$ cat src/rms_pkg.sv
package rms_pkg;

  // ==========================================================
  // timing
  localparam int unsigned CLK_FREQ_HZ      = 25_000_000;
  localparam int unsigned ALERT_LEAD_US    = 100;
  // lead time rounds down to whole cycles, at least one
  localparam int unsigned ALERT_LEAD_CYC   = (ALERT_LEAD_US * (CLK_FREQ_HZ / 1_000_000) > 0) ?
                                             ALERT_LEAD_US * (CLK_FREQ_HZ / 1_000_000) : 1;
  localparam int unsigned WAKE_TIMER_W     = 32;
  localparam logic [31:0] WAKE_TIMER_RST   = 32'h0000_0000;
  localparam int unsigned ACT_SEQ_CYC      = 16;

  // ==========================================================
  // modes
  typedef enum logic [2:0] {
    RMS_RESET,
    RMS_WAKE_SEQ,
    RMS_ACTIVE,
    RMS_SLEEP,
    RMS_ALERT_LEAD,
    RMS_RADIO
  } rms_mode_t;

  typedef enum logic [1:0] {
    RMS_BOOT_NONE,
    RMS_BOOT_ROM,
    RMS_BOOT_FLASH
  } rms_boot_t;

  // ==========================================================
  // power and clock enables
  typedef struct packed {
    logic regulators_on;
    logic hs_osc_on;
    logic ls_osc_on;
    logic core_run;
    logic ifaces_on;
    logic rf_on;
    logic ram_retain;
  } rms_power_t;

  // ==========================================================
  // radio request
  typedef struct packed {
    logic tx;
    logic rx;
  } rms_radio_req_t;

endpackage

$ cat src/rms_sequencer.sv
`timescale 1ns/1ps
// What this block does
// - the radio event alert goes high 100 us before a transmit or receive event starts.
// - the radio event alert returns low as soon as the transmit or receive event ends.
// - while the external reset is asserted the block stays in reset with regulators, clocks and rf off.
// - on reset release the activation sequence runs and ends in active mode.
// - in sleep only a low-speed oscillator runs; high-speed oscillators and rf are off.
// - logic state and ram contents are retained through sleep.
// - sleep lasts until the wake-up timer expires, then active mode follows.
// - in active mode interfaces, supplies and the high-speed oscillator are on and the core runs.
// - radio mode is active plus rf on, doing either transmit or receive, never both.
// - the boot-select pin is sampled after reset; high starts the rom bootloader, low the flash application.
module rms_sequencer
  import rms_pkg::*;
#(
  parameter int unsigned LEAD_CYC = ALERT_LEAD_CYC,   // alert lead time in cycles
  parameter int unsigned SEQ_CYC  = ACT_SEQ_CYC       // activation sequence length
) (
  input  wire logic                    clock,             // 25 MHz system clock
  input  wire logic                    nrst,              // external reset, active low
  input  wire logic                    boot_select_pin,   // boot-select pin, asynchronous
  input  wire logic                    ls_xtal_sel,       // 1: low-speed crystal, 0: ring oscillator
  input  wire logic                    sleep_req,         // core asks to sleep, one cycle
  input  wire logic [WAKE_TIMER_W-1:0] sleep_cycles,      // wake-up timer load value
  input  wire rms_radio_req_t          radio_req,         // event request, one cycle pulse
  input  wire logic                    radio_done,        // event finished, one cycle pulse
  output rms_mode_t                    mode,              // current operating mode
  output rms_power_t                   power,             // power and clock enables
  output rms_boot_t                    boot_target,       // chosen boot image
  output logic                         ls_xtal_on,        // low-speed crystal enable
  output logic                         ls_ring_on,        // low-speed ring oscillator enable
  output logic                         rf_tx_en,          // transceiver transmitting
  output logic                         rf_rx_en,          // transceiver receiving
  output logic                         radio_req_ready,   // request can be taken
  output logic                         radio_event_alert  // alert to antenna switch
);

  // ==========================================================
  // boot pin synchroniser
  logic       boot_s1_q;
  logic       boot_s2_q;
  logic       boot_s3_q;
  logic       boot_stable;
  logic       boot_level;

  always_ff @(posedge clock or negedge nrst) begin
    if (!nrst) begin
      boot_s1_q <= 1'b0;
      boot_s2_q <= 1'b0;
      boot_s3_q <= 1'b0;
    end else begin
      boot_s1_q <= boot_select_pin;
      boot_s2_q <= boot_s1_q;
      boot_s3_q <= boot_s2_q;
    end
  end

  // a level counts only once stages two and three agree
  assign boot_stable = (boot_s2_q == boot_s3_q);
  assign boot_level  = boot_s3_q;

  // ==========================================================
  // mode machine
  rms_mode_t                 mode_q;
  rms_mode_t                 mode_d;
  rms_boot_t                 boot_q;
  rms_boot_t                 boot_d;
  logic [31:0]               cnt_q;
  logic [31:0]               cnt_d;
  logic [WAKE_TIMER_W-1:0]   wake_q;
  logic [WAKE_TIMER_W-1:0]   wake_d;
  logic                      is_tx_q;
  logic                      is_tx_d;
  logic                      req_valid;
  logic                      req_tx;
  logic                      seq_done;
  logic                      lead_done;
  logic                      wake_expired;

  // a request with both bits set is refused: one direction at a time
  assign req_valid    = radio_req.tx ^ radio_req.rx;
  assign req_tx       = radio_req.tx;
  assign seq_done     = (cnt_q >= 32'(SEQ_CYC - 1)) && boot_stable;
  assign lead_done    = (cnt_q >= 32'(LEAD_CYC - 1));
  assign wake_expired = (wake_q == WAKE_TIMER_RST);
  assign radio_req_ready = (mode_q == RMS_ACTIVE);

  always_comb begin
    mode_d  = mode_q;
    boot_d  = boot_q;
    cnt_d   = cnt_q + 32'h0000_0001;
    wake_d  = wake_q;
    is_tx_d = is_tx_q;
    case (mode_q)
      RMS_RESET: begin
        // first cycle after release starts the activation sequence
        mode_d = RMS_WAKE_SEQ;
        cnt_d  = 32'h0000_0000;
      end
      RMS_WAKE_SEQ: begin
        if (seq_done) begin
          mode_d = RMS_ACTIVE;
          cnt_d  = 32'h0000_0000;
          if (boot_q == RMS_BOOT_NONE) begin
            // strap taken once per reset, after the synchroniser settles
            boot_d = boot_level ? RMS_BOOT_ROM : RMS_BOOT_FLASH;
          end
        end
      end
      RMS_ACTIVE: begin
        cnt_d = 32'h0000_0000;
        if (req_valid) begin
          mode_d  = RMS_ALERT_LEAD;
          is_tx_d = req_tx;
        end else if (sleep_req) begin
          mode_d = RMS_SLEEP;
          wake_d = sleep_cycles;
        end
      end
      RMS_SLEEP: begin
        cnt_d = 32'h0000_0000;
        if (wake_expired) begin
          // wake returns through the short sequence so the hs oscillator settles
          mode_d = RMS_WAKE_SEQ;
        end else begin
          wake_d = wake_q - 1'b1;
        end
      end
      RMS_ALERT_LEAD: begin
        if (lead_done) begin
          mode_d = RMS_RADIO;
          cnt_d  = 32'h0000_0000;
        end
      end
      RMS_RADIO: begin
        cnt_d = 32'h0000_0000;
        if (radio_done) begin
          mode_d = RMS_ACTIVE;
        end
      end
      default: begin
        mode_d = RMS_RESET;
        cnt_d  = 32'h0000_0000;
      end
    endcase
  end

  // state registers except the wake timer hold through sleep; only nrst resets them all
  always_ff @(posedge clock or negedge nrst) begin
    if (!nrst) begin
      mode_q  <= RMS_RESET;
      boot_q  <= RMS_BOOT_NONE;
      cnt_q   <= 32'h0000_0000;
      wake_q  <= WAKE_TIMER_RST;
      is_tx_q <= 1'b0;
    end else begin
      mode_q  <= mode_d;
      boot_q  <= boot_d;
      cnt_q   <= cnt_d;
      wake_q  <= wake_d;
      is_tx_q <= is_tx_d;
    end
  end

  // ==========================================================
  // outputs from flip-flops
  rms_power_t pwr_d;
  rms_power_t pwr_q;
  logic       alert_d;
  logic       alert_q;
  logic       tx_q;
  logic       rx_q;
  logic       lsx_q;
  logic       lsr_q;
  logic       in_radio_d;

  assign in_radio_d = (mode_d == RMS_RADIO);

  always_comb begin
    pwr_d = '0;
    case (mode_d)
      RMS_RESET: begin
        pwr_d = '0;
      end
      RMS_SLEEP: begin
        pwr_d.ls_osc_on  = 1'b1;
        pwr_d.ram_retain = 1'b1;
      end
      RMS_WAKE_SEQ: begin
        pwr_d.regulators_on = 1'b1;
        pwr_d.hs_osc_on     = 1'b1;
        pwr_d.ls_osc_on     = 1'b1;
        pwr_d.ram_retain    = 1'b1;
      end
      RMS_ACTIVE, RMS_ALERT_LEAD, RMS_RADIO: begin
        pwr_d.regulators_on = 1'b1;
        pwr_d.hs_osc_on     = 1'b1;
        pwr_d.ls_osc_on     = 1'b1;
        pwr_d.core_run      = 1'b1;
        pwr_d.ifaces_on     = 1'b1;
        pwr_d.ram_retain    = 1'b1;
        pwr_d.rf_on         = in_radio_d;
      end
      default: begin
        pwr_d = '0;
      end
    endcase
  end

  // alert spans the lead time and the event, low everywhere else
  assign alert_d = (mode_d == RMS_ALERT_LEAD) || in_radio_d;

  always_ff @(posedge clock or negedge nrst) begin
    if (!nrst) begin
      pwr_q   <= '0;
      alert_q <= 1'b0;
      tx_q    <= 1'b0;
      rx_q    <= 1'b0;
      lsx_q   <= 1'b0;
      lsr_q   <= 1'b0;
    end else begin
      pwr_q   <= pwr_d;
      alert_q <= alert_d;
      tx_q    <= in_radio_d && is_tx_d;
      rx_q    <= in_radio_d && !is_tx_d;
      lsx_q   <= pwr_d.ls_osc_on && ls_xtal_sel;
      lsr_q   <= pwr_d.ls_osc_on && !ls_xtal_sel;
    end
  end

  assign mode              = mode_q;
  assign power             = pwr_q;
  assign boot_target       = boot_q;
  assign ls_xtal_on        = lsx_q;
  assign ls_ring_on        = lsr_q;
  assign rf_tx_en          = tx_q;
  assign rf_rx_en          = rx_q;
  assign radio_event_alert = alert_q;

endmodule // rms_sequencer

$ cat config.mk
export PLATFORM = sky130hd
export DESIGN_NAME = rms_sequencer
export DESIGN_NICKNAME = d
export VERILOG_FILES = /design/src/rms_pkg.sv /design/src/rms_sequencer.sv
export SDC_FILE = /design/constraint.sdc
export NUM_CORES = 1
export LEC_CHECK = 0
export ABC_AREA = 0
export BUFFER_PORTS_ARGS = -buffer_cell sky130_fd_sc_hd__buf_2
export CAP_MARGIN = 20
export CORE_ASPECT_RATIO = 0.8
export CORE_MARGIN = 2
export CORE_UTILIZATION = 35
export DETAILED_ROUTE_END_ITERATION = 10
export PLACE_DENSITY = 0.6
export SLEW_MARGIN = 20
export SYNTH_ARGS = -nofsm -noshare
export SYNTH_HDL_FRONTEND = slang
export SYNTH_SLANG_ARGS = --single-unit
$ cat constraint.sdc
create_clock -name clock -period 7.6 [get_ports clock]
set_input_delay 0 -clock clock [delete_from_list [all_inputs] [get_ports clock]]
set_output_delay 0 -clock clock [all_outputs]
set_load 0.02 [all_outputs]
==> impl_metrics.toml <==
[outcome]
status = "finished clean"

[yosys]
synthTopCellsByCount = "dfrtp_1, nor2_1, nand2_1, mux2_4, xnor2_1"
seq_area_frac_synth_pct = 44.8
synth_area_per_cell_um2 = 10.1
syn-cell-area_um2 = 4580
ys_warn_count = 0
synth_edf_count = 0
yosysMostFrequentCell = "dfrtp_1"
synth_area_leaders = "dfrtp_1, mux2_4, xnor2_1, xor2_1, nor2_1"
synth_nets = 495
ys_ff_latch = 82
syn_inst = 453
synth-compound-area-share_pct = 7.84
synth-simple-area-share_pct = 23.4
synth_top_family_by_area = "simple AND/OR/NAND/NOR gates"
async_flop_share_pct = 100
synth_xor_area_share_pct = 10.5
yosys.area_share.adder_pct = 0.546
synth.top_cell.area_share_pct = 44.8
synth_cell_type_count = 52
synth.area.mux_share_pct = 9.89
ys.flop_type = "dfrtp_1"
yosysTopAreaCell = "dfrtp_1"

[route]
totalWireLength_um = 10000
antenna_left = 0
viasPerCell = 5.02
drt_iter0_markers = 282
routed_wire_length_per_instance_um = 14.3
route.vias.total = 3516
dr.pass1.iters = 4
drc_errors = 0

[global_route]
grt_pass1_wl_um = 17300
grt_pass1_vias = 3526
globalRouteTotalUtil_pct = 15.3
grt-ovfl-total = 0
grt_start_max_net_pins = 83
antenna_found_initial = 0

[cts]
cts_tree = "yes"
root_buffer = "clkbuf_16"
clk_latency_ns = 0.34
clk_pin_slew_ns = 0.06
clockBufferDepth = 2
ctsResizeCount = 0
cts_buffers = 9
cts.sinks = 82
htreeDepth = 3

[sta]
drv_slew = 0
tightest_slew_ns = 0.933
hold_viol = 0
fin_ws_ns = 4.34
max_freq_mhz = 307
fin_crit_ns = 3.26
fin_crit_sh_pct = 42.9
slew_headroom_pct = 37.2
rsz0062_at_grt = "false"
timing.clock.skew_ns = 0.00623
setup_viol = 0
setup_tns_ns = 0

[cells_and_area]
nNetsFinal = 563
drive_gt1_share_pct = 22.4
fin_area_um2 = 5480
diodes = 0
n_fill_cell = 1245
area_delta_synth_final_pct = 19.7

[critical_path]
r2r_slack_ns = 4.34
cp.arrival_ns = 3.48
max_stage_delay_ns = 0.63
crit_fanout = 20
timing.rr.end = "wake_q[18]"
rr_worst_depth = 9
slowest_stage = "or4b_4"
crit_end = "wake_q[18]"
path_cells = "inv_1 -> ha_1 -> or4b_1 -> or4b_4 -> nor4b_4 -> o211a_4 -> nor2_4 -> buf_4 -> mux2_4"
startpoint_type = "register"
cp-end-kind = "register"
crit_required_ns = 7.82
path_class = "register to register"
rr_startpoint = "wake_q[0]"
cp-startpoint = "wake_q[0]"

[floorplan]
start_util_pct = 35.7
die_y_um = 106
ios = 58
die_w_um = 132
core_um2 = 12800
rows = 37
dieArea_um2 = 14000

[place]
hpwl_um = 6770
postPlaceCellArea_um2 = 5010
gp_congestion = 0.810
dp_slack_ns = 4.37
portBuffers = 57

[min_path]
min_path_type = "input port to register"

[pwr]
p_total_mw = 1.71
power-per-cell-area_nw_per_um2 = 312
peakVddDrop_uv = 124
p_leak_nw = 2.40

[flow_run]
drv_cap = 0
cell families after synthesis:
| group | count (synthesis) |
|---|---|
| DFF | 82 |
| xor gates and xnor gates | 55 |
| AOI/OAI and AO/OA | 58 |
| and+or+nand+nor | 198 |
| buffers and inverters | 27 |
| adders and majority gates | 2 |
| muxes | 31 |
critical path: cells and delay by family, from the launching register on:
kind	cells	cell delay (ns)
buffers and inverters	2	0.39
adder cells (fa/ha/maj)	1	0.20
multiplexers	1	0.35
flip-flops	1	0.40
AO/OA/AOI/OAI	1	0.23
AND/OR/NAND/NOR	4	1.55
repair_timing:
action	CTS	global route
hold buffers	17	0
buffers inserted	0	0
endpoints found under the hold margin	99	0
routing by layer:
| layer | routed length, um | vias up | global-route usage (%) | part of all wire, % |
|---|---|---|---|---|
| li1 | - | 1732 | - | - |
| met1 | 5080 | 1719 | 21.4 | 51 |
| met3 | 361 | 12 | 4.10 | 3.6 |
| met4 | 141 | 0 | 5.59 | 1.4 |
| met2 | 4420 | 53 | 22.7 | 44 |
| met5 | 0 | - | 0 | 0 |
registers in the layout, indices dropped and copies added (netlist names), 2 cells and up:
signal / cells
cnt_q: 32
wake_q: 32
power: 4
mode: 3
boot_target: 2
layout by cell type (no fill, tap or decap), drive strengths merged, types with 3 or more instances in the layout:
cell type and count:
dlygate4sd3 17, xor2 27, or4b 3, nor4 15, o31ai 10, dfrtp 82
o21ai 27, a21oi 7, nand3 19, nor3 12, a31oi 5, nor2b 7
and3 8, nand2 39, buf 60, or4 8, mux2 30, nor2 55
or2 3, clkbuf 14, xnor2 28, inv 7, and4 4, nand4 8
and2 5
cell type report:
| cell class | instances | area, um2 | area share, % |
|---|---|---|---|
| clock inverter | 2 | 35.0 | 0.639 |
| clock buffer | 14 | 264 | 4.82 |
| tap | 175 | 219 | 3.99 |
| multi-input combinational | 344 | 2400 | 43.8 |
| sequential | 82 | 2050 | 37.4 |
| timing repair buffer | 77 | 484 | 8.83 |
| inverter | 7 | 26.3 | 0.479 |
how the worst min path moves through the flow:
stage / to / cells past startpoint / slack [ns] / from
6_report: wake_q[21] / 4 / 0.02 / sleep_cycles[21]
5_1_grt: wake_q[13] / 4 / 0.03 / sleep_cycles[13]
4_1_cts: wake_q[5] / 4 / 0.007 / sleep_cycles[5]
3_5_place_dp: boot_s1_q / 1 / 0.13 / boot_select_pin
3_3_place_gp: boot_s1_q / 1 / 0.12 / boot_select_pin
2_1_floorplan: boot_level / 0 / -0.30 / nrst
power by group:
part / leakage (nW) / switching (mW) / internal (mW)
combinational: 1.22 / 0.266 / 0.310
sequential: 1.03 / 0.143 / 0.550
clock: 0.147 / 0.168 / 0.272
metrics by stage:
| stage | std cells | hold slack, ns | utilization (%) |
|---|---|---|---|
| after global placement | 668 | 0.121 | 39.1 |
| after global routing | 701 | 0.0303 | 42.7 |
| final | 701 | 0.0163 | 42.7 |
| after floorplan | 453 | -0.296 | - |
| after detailed placement | 668 | 0.125 | 39.1 |
| after CTS | 701 | 0.00724 | 42.7 |
Power figures use the tool's default switching activity.
